==> config.mk <==
export PLATFORM = sky130hd
export DESIGN_NAME = ufp_ctrl
export DESIGN_NICKNAME = d
export VERILOG_FILES = /design/src/core/ufp_irq.v /design/src/core/ufp_len.v /design/src/core/ufp_ctrl.v
export VERILOG_INCLUDE_DIRS = /design/src /design/src/pkg
export SDC_FILE = /design/constraint.sdc
export NUM_CORES = 1
export LEC_CHECK = 0
export BUFFER_PORTS_ARGS = -buffer_cell sky130_fd_sc_hd__buf_4
export CAP_MARGIN = 10
export CORE_MARGIN = 4
export CORE_UTILIZATION = 53
export CTS_BUF_LIST = sky130_fd_sc_hd__clkbuf_8
export DETAILED_ROUTE_END_ITERATION = 8
export PLACE_DENSITY = 0.95
export SKIP_LAST_GASP = 1
export SYNTH_ARGS = -nofsm -noshare
export SYNTH_HDL_FRONTEND = slang
export SYNTH_SLANG_ARGS = --single-unit
==> constraint.sdc <==
create_clock -name mclk -period 5.7 [get_ports mclk]
set_clock_uncertainty 0.1 [all_clocks]
set_input_delay 0.57 -clock mclk [delete_from_list [all_inputs] [get_ports mclk]]
set_output_delay 0.57 -clock mclk [all_outputs]
set_load 0.02 [all_outputs]
==> src/pkg/ufp_map.vh <==
// register map, field positions and reset values of the fifo port buffer control
// assumes inclusion by bare name from design files under core/
`ifndef UFP_MAP_VH
`define UFP_MAP_VH

// ----------------------------------------------------------------------
// register indices and byte addresses (apb, one word per register)
// ----------------------------------------------------------------------
`define UFP_IDX_CPU_CTRL 10'h02e
`define UFP_IDX_DMA_CFG 10'h030
`define UFP_ADDR_CPU_CTRL ({`UFP_IDX_CPU_CTRL, 2'b00})
`define UFP_ADDR_DMA_CFG ({`UFP_IDX_DMA_CFG, 2'b00})
`define UFP_ADDR_RX_LEN 12'h100
`define UFP_ADDR_INT_STAT 12'h104
`define UFP_ADDR_INT_MASK 12'h108

// ----------------------------------------------------------------------
// engine-side control register fields
// ----------------------------------------------------------------------
`define UFP_B_TOGGLE 15
`define UFP_B_ENG_CLEAR 14
`define UFP_B_ENG_BUSY 13

// ----------------------------------------------------------------------
// dma port configuration register fields
// ----------------------------------------------------------------------
`define UFP_B_CNT_MODE 15
`define UFP_B_REWIND 14
`define UFP_B_AUTO_CLR 13
`define UFP_B_WIDTH 10
`define UFP_B_TXN_EN 9
`define UFP_B_TXN_CLR 8
`define UFP_PIPE_MSB 2
`define UFP_PIPE_LSB 0
`define UFP_CFG_STORE_MASK 16'ha607
`define UFP_CFG_RESET 16'h0000
`define UFP_PIPE_OFF 3'h0
`define UFP_PIPE_BAD 3'h7

// ----------------------------------------------------------------------
// interrupt status bits and length counter
// ----------------------------------------------------------------------
`define UFP_INT_W 4
`define UFP_INT_BUF_READY 0
`define UFP_INT_ENG_CLEAR 1
`define UFP_INT_AUTO_CLR 2
`define UFP_INT_LEN_DONE 3
`define UFP_INT_RESET 4'h0
`define UFP_LEN_W 10
`define UFP_LEN_RESET 10'h000
`define UFP_LEN_STEP_BYTE 10'h001
`define UFP_LEN_STEP_WORD 10'h002

`endif

==> src/core/ufp_irq.v <==
// sticky interrupt status with write-one-to-clear and a mask
// assumes event pulses and clear strobes come from logic on mclk
`timescale 1ns/1ps
`default_nettype none
`include "ufp_map.vh"

module ufp_irq (
  input wire mclk,
  input wire reset,
  input wire [`UFP_INT_W-1:0] event_in,
  input wire clear_wr,
  input wire [`UFP_INT_W-1:0] clear_bits,
  input wire mask_wr,
  input wire [`UFP_INT_W-1:0] mask_bits,
  output reg [`UFP_INT_W-1:0] status_q,
  output reg [`UFP_INT_W-1:0] mask_q,
  output reg irq_q
);
  wire [`UFP_INT_W-1:0] status_d;
  wire [`UFP_INT_W-1:0] mask_d;

  // a new event wins over a clear in the same cycle
  assign status_d = event_in | (status_q & ~(clear_wr ? clear_bits : `UFP_INT_RESET));
  assign mask_d = mask_wr ? mask_bits : mask_q;

  always @(posedge mclk) begin
    if (reset) begin
      status_q <= `UFP_INT_RESET;
      mask_q <= `UFP_INT_RESET;
      irq_q <= 1'b0;
    end else begin
      status_q <= status_d;
      mask_q <= mask_d;
      irq_q <= |(status_d & mask_d);
    end
  end
endmodule
`default_nettype wire

==> src/core/ufp_len.v <==
// receive length counter of the dma port
// assumes load, read and last strobes are single-cycle pulses on mclk
`timescale 1ns/1ps
`default_nettype none
`include "ufp_map.vh"

module ufp_len (
  input wire mclk,
  input wire reset,
  input wire load,
  input wire [`UFP_LEN_W-1:0] load_val,
  input wire rd,
  input wire last,
  input wire count_mode,
  input wire wide,
  output reg [`UFP_LEN_W-1:0] len_q
);
  wire [`UFP_LEN_W-1:0] step;
  reg [`UFP_LEN_W-1:0] len_d;

  assign step = wide ? `UFP_LEN_STEP_WORD : `UFP_LEN_STEP_BYTE;

  always @* begin
    len_d = len_q;
    if (load) begin
      len_d = load_val;
    end else if (rd && last) begin
      len_d = `UFP_LEN_RESET; // RQ10
    end else if (rd && count_mode) begin
      // saturate so a stray extra read cannot wrap the count
      len_d = (len_q > step) ? len_q - step : `UFP_LEN_RESET; // RQ10
    end
  end

  always @(posedge mclk) begin
    if (reset) begin
      len_q <= `UFP_LEN_RESET;
    end else begin
      len_q <= len_d;
    end
  end
endmodule
`default_nettype wire

==> src/core/ufp_ctrl.v <==
// fifo port buffer control: engine-side control and dma port configuration
// assumes apb master on mclk, engine and dma strobes from logic on mclk
//
// Local design decision: the APB interface to the registers.
`timescale 1ns/1ps
`default_nettype none
`include "ufp_map.vh"

// Contract
// RQ1: toggle write in continuous mode, buffer not full, hands engine buffer over
// RQ2: each toggle hand-over raises the buffer ready interrupt
// RQ3: toggle acts only on out pipes, ignored on the default control pipe
// RQ4: zero writes to action bits do nothing; action bits read zero
// RQ5: engine clear on in pipe empties engine buffer and hands it over
// RQ6: software sets nak and waits for busy zero before engine clear
// RQ7: busy flag reads engine access state; meaningless on default control pipe
// RQ8: reserved bits read zero; software writes zero
// RQ9: both registers reset to zero on hardware and software reset
// RQ10: receive length holds then clears, or counts down per read
// RQ11: rewind resets read pointer for out, write pointer for in
// RQ12: auto clear enable clears dma buffer once all data read
// RQ13: width bit selects byte or sixteen-bit dma port accesses
// RQ14: counter enable bit turns the transaction counter on or off
// RQ15: counter clear write resets the transaction counter
// RQ16: pipe field zero disables port, one to six select pipes, seven invalid
// RQ17: toggle on out pipe also sets processor-port buffer valid flag
// RQ18: pipe value seven treated as disabled port with no buffer access
module ufp_ctrl (
  input wire mclk,
  input wire reset,
  input wire soft_reset,
  input wire psel,
  input wire penable,
  input wire pwrite,
  input wire [11:0] paddr,
  input wire [31:0] pwdata,
  output reg [31:0] prdata,
  output reg pready,
  output reg pslverr,
  input wire [2:0] cpu_pipe_sel,
  input wire [6:1] pipe_dir_out,
  input wire continuous_mode,
  input wire cpu_buf_full,
  input wire engine_busy,
  input wire dma_rd,
  input wire dma_last,
  input wire rx_len_load,
  input wire [`UFP_LEN_W-1:0] rx_len_val,
  output reg buffer_toggle_q,
  output reg buffer_valid_set_q,
  output reg engine_side_clear_q,
  output reg rewind_rd_ptr_q,
  output reg rewind_wr_ptr_q,
  output reg auto_clear_q,
  output reg port_access_width_q,
  output reg txn_counter_enable_q,
  output reg txn_counter_clear_q,
  output reg [2:0] dma_pipe_q,
  output reg dma_port_en_q,
  output wire irq
);

  // ----------------------------------------------------------------------
  // helpers
  // ----------------------------------------------------------------------
  // pipe zero stands for the default control pipe on the processor port
  function pipe_valid;
    input [2:0] sel;
    begin
      pipe_valid = (sel != `UFP_PIPE_OFF) && (sel != `UFP_PIPE_BAD);
    end
  endfunction

  function pipe_out;
    input [2:0] sel;
    input [6:1] dir;
    begin
      pipe_out = 1'b0;
      if (pipe_valid(sel)) begin
        pipe_out = dir[sel];
      end
    end
  endfunction

  // ----------------------------------------------------------------------
  // apb slave
  // ----------------------------------------------------------------------
  // read data is sampled in the setup cycle so prdata comes from a flop;
  // pready rises in the access cycle, one wait-free access per transfer
  wire setup_ph;
  wire access_ph;
  wire wr_en;
  wire hit_cpu;
  wire hit_dma;
  wire hit_len;
  wire hit_stat;
  wire hit_mask;
  wire hit_any;
  wire [15:0] wd;

  assign setup_ph = psel && !penable;
  assign access_ph = psel && penable && pready;
  assign wr_en = access_ph && pwrite && !pslverr;
  assign hit_cpu = (paddr == `UFP_ADDR_CPU_CTRL);
  assign hit_dma = (paddr == `UFP_ADDR_DMA_CFG);
  assign hit_len = (paddr == `UFP_ADDR_RX_LEN);
  assign hit_stat = (paddr == `UFP_ADDR_INT_STAT);
  assign hit_mask = (paddr == `UFP_ADDR_INT_MASK);
  assign hit_any = hit_cpu | hit_dma | hit_len | hit_stat | hit_mask;
  assign wd = pwdata[15:0];

  // ----------------------------------------------------------------------
  // configuration register
  // ----------------------------------------------------------------------
  reg [15:0] cfg_q;
  reg [15:0] cfg_d;
  wire cfg_wr;
  wire cpu_wr;
  wire regs_clr;
  wire [2:0] cur_pipe;
  wire dma_live;
  wire dma_is_out;

  assign cfg_wr = wr_en && hit_dma;
  assign cpu_wr = wr_en && hit_cpu;
  assign regs_clr = reset || soft_reset; // RQ9
  assign cur_pipe = cfg_q[`UFP_PIPE_MSB:`UFP_PIPE_LSB];
  assign dma_live = pipe_valid(cur_pipe); // RQ16 RQ18
  assign dma_is_out = pipe_out(cur_pipe, pipe_dir_out);

  always @* begin
    cfg_d = cfg_q;
    if (cfg_wr) begin
      // action and reserved bits are never stored
      cfg_d = wd & `UFP_CFG_STORE_MASK; // RQ4 RQ8
    end
  end

  always @(posedge mclk) begin
    if (regs_clr) begin
      cfg_q <= `UFP_CFG_RESET; // RQ9
    end else begin
      cfg_q <= cfg_d;
    end
  end

  // ----------------------------------------------------------------------
  // engine-side actions
  // ----------------------------------------------------------------------
  wire cpu_is_dcp;
  wire cpu_is_out;
  wire toggle_go;
  wire eng_clr_go;

  assign cpu_is_dcp = (cpu_pipe_sel == `UFP_PIPE_OFF);
  assign cpu_is_out = pipe_out(cpu_pipe_sel, pipe_dir_out);
  // a zero in the action bit does nothing; dcp and in pipes ignore it
  assign toggle_go = cpu_wr && wd[`UFP_B_TOGGLE] && continuous_mode
    && !cpu_buf_full && cpu_is_out && !cpu_is_dcp; // RQ1 RQ3 RQ4
  // on out pipes the clear is inhibited; software keeps the nak order
  assign eng_clr_go = cpu_wr && wd[`UFP_B_ENG_CLEAR] && !cpu_is_dcp
    && pipe_valid(cpu_pipe_sel) && !cpu_is_out; // RQ5 RQ6

  // ----------------------------------------------------------------------
  // dma port actions
  // ----------------------------------------------------------------------
  wire [2:0] new_pipe;
  wire new_live;
  wire new_out;
  wire rew_go;
  wire dma_rd_ok;
  wire auto_go;

  // a rewind written with a new pipe acts on the new pipe
  assign new_pipe = wd[`UFP_PIPE_MSB:`UFP_PIPE_LSB];
  assign new_live = pipe_valid(new_pipe);
  assign new_out = pipe_out(new_pipe, pipe_dir_out);
  assign rew_go = cfg_wr && wd[`UFP_B_REWIND] && new_live; // RQ11 RQ18
  // a port on pipe zero or seven performs no buffer access
  assign dma_rd_ok = dma_rd && dma_live && dma_is_out; // RQ18
  assign auto_go = dma_rd_ok && dma_last && cfg_q[`UFP_B_AUTO_CLR]; // RQ12

  always @(posedge mclk) begin
    if (regs_clr) begin
      buffer_toggle_q <= 1'b0;
      buffer_valid_set_q <= 1'b0;
      engine_side_clear_q <= 1'b0;
      rewind_rd_ptr_q <= 1'b0;
      rewind_wr_ptr_q <= 1'b0;
      auto_clear_q <= 1'b0;
      txn_counter_clear_q <= 1'b0;
    end else begin
      buffer_toggle_q <= toggle_go; // RQ1
      buffer_valid_set_q <= toggle_go; // RQ17
      engine_side_clear_q <= eng_clr_go; // RQ5
      rewind_rd_ptr_q <= rew_go && new_out; // RQ11
      rewind_wr_ptr_q <= rew_go && !new_out; // RQ11
      auto_clear_q <= auto_go; // RQ12
      txn_counter_clear_q <= cfg_wr && wd[`UFP_B_TXN_CLR]; // RQ15
    end
  end

  // level outputs mirror the configuration as it will stand next cycle
  always @(posedge mclk) begin
    if (regs_clr) begin
      port_access_width_q <= 1'b0;
      txn_counter_enable_q <= 1'b0;
      dma_pipe_q <= `UFP_PIPE_OFF;
      dma_port_en_q <= 1'b0;
    end else begin
      port_access_width_q <= cfg_d[`UFP_B_WIDTH]; // RQ13
      txn_counter_enable_q <= cfg_d[`UFP_B_TXN_EN]; // RQ14
      dma_pipe_q <= cfg_d[`UFP_PIPE_MSB:`UFP_PIPE_LSB]; // RQ16
      dma_port_en_q <= pipe_valid(cfg_d[`UFP_PIPE_MSB:`UFP_PIPE_LSB]); // RQ16 RQ18
    end
  end

  // ----------------------------------------------------------------------
  // receive length
  // ----------------------------------------------------------------------
  wire [`UFP_LEN_W-1:0] rx_len;

  ufp_len u_len (
    .mclk(mclk),
    .reset(regs_clr),
    .load(rx_len_load),
    .load_val(rx_len_val),
    .rd(dma_rd_ok),
    .last(dma_last),
    .count_mode(cfg_q[`UFP_B_CNT_MODE]),
    .wide(cfg_q[`UFP_B_WIDTH]),
    .len_q(rx_len)
  );

  // ----------------------------------------------------------------------
  // interrupts
  // ----------------------------------------------------------------------
  wire [`UFP_INT_W-1:0] int_ev;
  wire [`UFP_INT_W-1:0] int_stat;
  wire [`UFP_INT_W-1:0] int_mask;

  assign int_ev[`UFP_INT_BUF_READY] = toggle_go; // RQ2
  assign int_ev[`UFP_INT_ENG_CLEAR] = eng_clr_go;
  assign int_ev[`UFP_INT_AUTO_CLR] = auto_go;
  assign int_ev[`UFP_INT_LEN_DONE] = dma_rd_ok && dma_last;

  // interrupt state survives a software reset; only mclk reset clears it
  ufp_irq u_irq (
    .mclk(mclk),
    .reset(reset),
    .event_in(int_ev),
    .clear_wr(wr_en && hit_stat),
    .clear_bits(pwdata[`UFP_INT_W-1:0]),
    .mask_wr(wr_en && hit_mask),
    .mask_bits(pwdata[`UFP_INT_W-1:0]),
    .status_q(int_stat),
    .mask_q(int_mask),
    .irq_q(irq)
  );

  // ----------------------------------------------------------------------
  // read mux
  // ----------------------------------------------------------------------
  reg [31:0] rd_d;

  always @* begin
    rd_d = 32'h0000_0000;
    if (hit_cpu) begin
      // busy reads zero on the default control pipe, where it means nothing
      rd_d[`UFP_B_ENG_BUSY] = engine_busy && !cpu_is_dcp; // RQ7 RQ4 RQ8
    end else if (hit_dma) begin
      rd_d[15:0] = cfg_q; // RQ4 RQ8
    end else if (hit_len) begin
      rd_d[`UFP_LEN_W-1:0] = rx_len;
    end else if (hit_stat) begin
      rd_d[`UFP_INT_W-1:0] = int_stat;
    end else if (hit_mask) begin
      rd_d[`UFP_INT_W-1:0] = int_mask;
    end
  end

  always @(posedge mclk) begin
    if (reset) begin
      prdata <= 32'h0000_0000;
      pready <= 1'b0;
      pslverr <= 1'b0;
    end else begin
      pready <= setup_ph;
      if (setup_ph) begin
        prdata <= pwrite ? 32'h0000_0000 : rd_d;
        pslverr <= !hit_any;
      end else if (access_ph) begin
        pslverr <= 1'b0;
      end
    end
  end

endmodule
`default_nettype wire

==> out/qor_table.md <==
| Item | This run |
|---|---|
| Maximum clock frequency | 349.5 MHz |
| Multiplexer share of the synthesized area | 0.03861 |
| Seq. cell area | 960.9 sq um |
| Wire length of the first global-routing pass | 12520 um |
| DIE AREA | 6618 sq um |
| Total clock buffers created by CTS | 5 |
| IR drop worst, VDD | 170.7 uV |
| Floorplan die width | 81.35 um |
| Largest net degree at the start of global routing | 27 |
| Y dimension of the die | 81.35 um |
| Count of antenna-violating nets left after detailed routing | 0 |
| Headroom to the max-slew limit | 0.2353 |
| Final-layout fill cell count | 415 |
| TritonCTS clock tree | yes |
| Worst Path Arrival | 2.99 ns |
| Adder-Cell Fraction of Synth Area | 0.01580 |
| Shortest clock period the worst path allows after layout | 2.861 ns |
| Length of the first detailed-routing pass in iterations | 5 |
| Internal portion of total power | 0.4749 mW |
| Post-route setup TNS | 0 ns |
| Buffers inserted during post-CTS setup optimization | 0 |
| # placed instances | 481 |
| Hold path depth | 2 |
| Critical Path Start Type | register |
| TritonCTS Sinks | 48 |
| Overflow left after global routing | 0 |
| CTS clk-pin slew, worst paths | 0.10 ns |
| IO Count | 123 |
| Max-cap violation count | 0 |
| Worst R2R Start | cfg_q[10]$_SDFFE_PP0P_ |
| Routability-driven placement congestion ratio | 0.8854 |
| Switching portion of total power | 0.2978 |
| Cell variety after synth | 62 |
| Std-Cell Core Area | 5172 sq um |
| Area used by multi-input combinational logic | 1649 sq um |
| Maximum level of the CTS H-tree | 2 |
| Worst reg2reg endpoint | u_len.len_q[7]$_SDFFE_PP0P_ |
| Clock tree root buffer cell | sky130_fd_sc_hd__clkbuf_8 |
| CTS Hold Bufs | 0 |
| Maximum clock insertion buffer count | 2 |
| Starting Density | 0.5513 |
| Compound-gate portion of the synthesized area | 0.2422 |
| Crit Path Category | reg -> reg |
| Unrepaired setup endpoints after global routing | no |
| Average wire length per cell after detail routing | 16.13 um |
| Cell leakage power | 1.448 nW |
| Post_cts resized | 0 |
| Antenna diode count | 0 |
| Synth async-reset ratio | 0 |
| Part of the cycle the worst path needs | 0.5020 |
| Clock network fraction of total power | 0.313 |
| Most common flop cell mapped by yosys | sky130_fd_sc_hd__dfxtp_1 |
| Power density cells | 195.3 nW/um^2 |
| Iteration-0 DRC Markers | 248 |
| Number of port buffers | 81 |
| Terminating pin of the worst hold path | prdata[3]$_SDFFE_PP0P_ |
| Synthesized-area fraction occupied by and/or/nand/nor cells | 0.2567 |
| Number of standard-cell rows in the floorplan | 26 |
| #FFs+latches synth | 48 |
| Cell Count, Final, Fillers Out | 489 |
| Routed Wire Length | 7889 um |
| Vias in the first global route | 2789 |
| Layout area overhead | 21.41% |
| Transition time of the tightest slew-check pin | 1.147 ns |
| Share of total power in combinational logic | 0.179 |
| Final number of max-transition violations | 0 |
| Main combinational cell family by area after synthesis | simple AND/OR/NAND/NOR gates |
| Synthesized cell area | 2851 sq um |
| Hold wc startpoint | prdata[3]$_SDFFE_PP0P_ |
| Worst reg2reg setup slack | 2.84 ns |
| Number of nets in the layout | 496 |
| Warnings from Yosys | 0 |
| Part of the Yosys area used for sequential elements | 0.3370 |
| Type of the tightest min-delay check | reg -> reg |
| Total global routing track utilization | 0.2388 |
| Number of synthesized flops with an enable pin | 0 |
| Layout cell share with drive strength beyond 1 | 0.2434 |
| Final Hold Vio Count | 0 |
| Parity-gate share of the synthesized area counting xor and xnor cells | 0 |
| Routed via count | 2944 |
| Syn Area/Cell | 8.124 sq um |
| Part of the power in registers | 0.508 |
| Status | completed |
| Skew-Pair Late Insertion Delay | 0.31 ns |
| Endpoints failing setup | 0 |
| Worst R2R Path Depth | 8 |
| Sort of element at the end of the critical path | register |
| Post-detail-place hpwl | 5982 um |
| Maximum fanout count along the critical path | 18 |
| DRC Markers | 0 |
| Power dissipated by switching net loads | 0.2014 mW |
| Cell count after synthesis | 351 |
| Req. time, crit path | 5.83 ns |
| Antenna violations before repair | 0 |
| Avg Vias per Cell | 6.020 |
## registers in the layout, summed over array words and instances, names as in the netlist, 4 cells and up
register and count:
u_irq.mask_q 4, prdata 13, cfg_q 7, u_irq.status_q 4, u_len.len_q 10
## worst max path at each step
stage | from | end | slack, ns | cells after the start
5_1_grt | cfg_q[10]$_SDFFE_PP0P_ | u_len.len_q[0]$_SDFFE_PP0P_ | 2.54 | 8
3_3_place_gp | paddr[3] | dma_port_en_q$_SDFF_PP0_ | 2.74 | 7
4_1_cts | cfg_q[10]$_SDFFE_PP0P_ | u_len.len_q[0]$_SDFFE_PP0P_ | 2.87 | 8
6_report | cfg_q[10]$_SDFFE_PP0P_ | u_len.len_q[7]$_SDFFE_PP0P_ | 2.84 | 8
2_1_floorplan | paddr[3] | dma_port_en_q$_SDFF_PP0_ | 3.13 | 7
3_5_place_dp | paddr[3] | dma_port_en_q$_SDFF_PP0_ | 2.71 | 7
## cells by family (layout without fill, tap and decap cells)
kind of cell / Yosys count / in the layout
AND/OR/NAND/NOR: 137 / 137
AO/OA/AOI/OAI: 95 / 95
buffers and inverters: 56 / 106
flip-flops: 48 / 48
multiplexers: 11 / 11
adder cells (fa/ha/maj): 3 / 3
other: 1 / 19
## final cells by class
cell class / instances / share of cell area
inverters: 17 / 0.01843
repair buffers: 81 / 0.1756
flip-flops and latches: 48 / 0.2776
multi-input cells: 265 / 0.4763
well taps: 70 / 0.02530
clock buffers: 5 / 0.01988
clock inverters: 3 / 0.006867
## cells in the final DEF, fill, tap and decap left out, drive strengths merged, types with 6 or more instances in the layout
master / Yosys / layout
nand2: 24 / 24
nor2: 46 / 46
buf: 28 / 81
nor3: 8 / 8
a22oi: 14 / 14
o21ai: 12 / 12
inv: 17 / 17
nand4: 7 / 7
dfxtp: 48 / 48
a21oi: 23 / 23
or3: 6 / 6
conb: 1 / 19
nand3: 9 / 9
nor4: 6 / 6
nand2b: 8 / 8
mux2i: 11 / 11
## metrics by stage
stage	utilization	total power [mW]	cell area, sq um	setup slack [ns]	hold WS, ns
3_3_place_gp	0.6514	0.4661	3369	2.737	0.3444
3_5_place_dp	0.6514	0.4697	3369	2.713	0.3507
4_1_cts	0.6693	0.6720	3462	2.873	0.3641
5_1_grt	0.6693	0.6967	3462	2.540	0.3719
6_report	0.6693	0.6762	3462	2.839	0.3601
2_1_floorplan	-	0.4320	2919	3.127	0.3572
## cell usage after synthesis (3+ instances only)
library cell,count,area (sq um)
sky130_fd_sc_hd__dfxtp_1,48,960.9
sky130_fd_sc_hd__nor2_1,46,172.7
sky130_fd_sc_hd__nand2_1,24,90.09
sky130_fd_sc_hd__a21oi_1,23,115.1
sky130_fd_sc_hd__buf_4,23,172.7
sky130_fd_sc_hd__inv_1,17,63.81
sky130_fd_sc_hd__a22oi_1,14,105.1
sky130_fd_sc_hd__o21ai_0,12,60.06
sky130_fd_sc_hd__clkbuf_1,11,41.29
sky130_fd_sc_hd__mux2i_1,11,110.1
sky130_fd_sc_hd__nand3_1,9,45.04
sky130_fd_sc_hd__nand2b_1,7,43.79
sky130_fd_sc_hd__nand4_1,7,43.79
sky130_fd_sc_hd__nor3_1,7,35.03
sky130_fd_sc_hd__or3_1,6,37.54
sky130_fd_sc_hd__a32oi_1,5,43.79
sky130_fd_sc_hd__nor2b_1,5,31.28
sky130_fd_sc_hd__o211ai_1,5,37.54
sky130_fd_sc_hd__buf_2,4,20.02
sky130_fd_sc_hd__nor4_1,4,25.02
sky130_fd_sc_hd__o22ai_1,4,25.02
sky130_fd_sc_hd__a211oi_1,3,22.52
sky130_fd_sc_hd__and2_1,3,18.77
sky130_fd_sc_hd__or2_2,3,18.77
## critical path, stage by stage (launching register included)
cell and delay [ns]:
sky130_fd_sc_hd__dfxtp_1 0.42, sky130_fd_sc_hd__inv_1 0.13, sky130_fd_sc_hd__ha_1 0.21, sky130_fd_sc_hd__inv_1 0.11, sky130_fd_sc_hd__fa_1 0.26, sky130_fd_sc_hd__a21oi_1 0.09
sky130_fd_sc_hd__a311oi_2 0.98, sky130_fd_sc_hd__a32oi_1 0.26, sky130_fd_sc_hd__o221ai_1 0.22
## power groups by stage
stage	Sequential (mW)	Combinational, mW	Clock, mW
floorplan	0.350	0.0816	0
global placement	0.351	0.115	0
detailed placement	0.351	0.119	0
CTS	0.343	0.119	0.209
global route	0.344	0.134	0.219
finish	0.343	0.121	0.212
## routing by layer
metal | track usage | wire length, um | share of wire | vias up
li1 | - | - | - | 1385
met1 | 0.2889 | 3043 | 0.39 | 1375
met2 | 0.4096 | 3958 | 0.50 | 163
met3 | 0.05654 | 716 | 0.091 | 21
met4 | 0.08615 | 171 | 0.022 | 0
met5 | 0 | 0 | 0 | -
(Power assumes the default switching activity.)
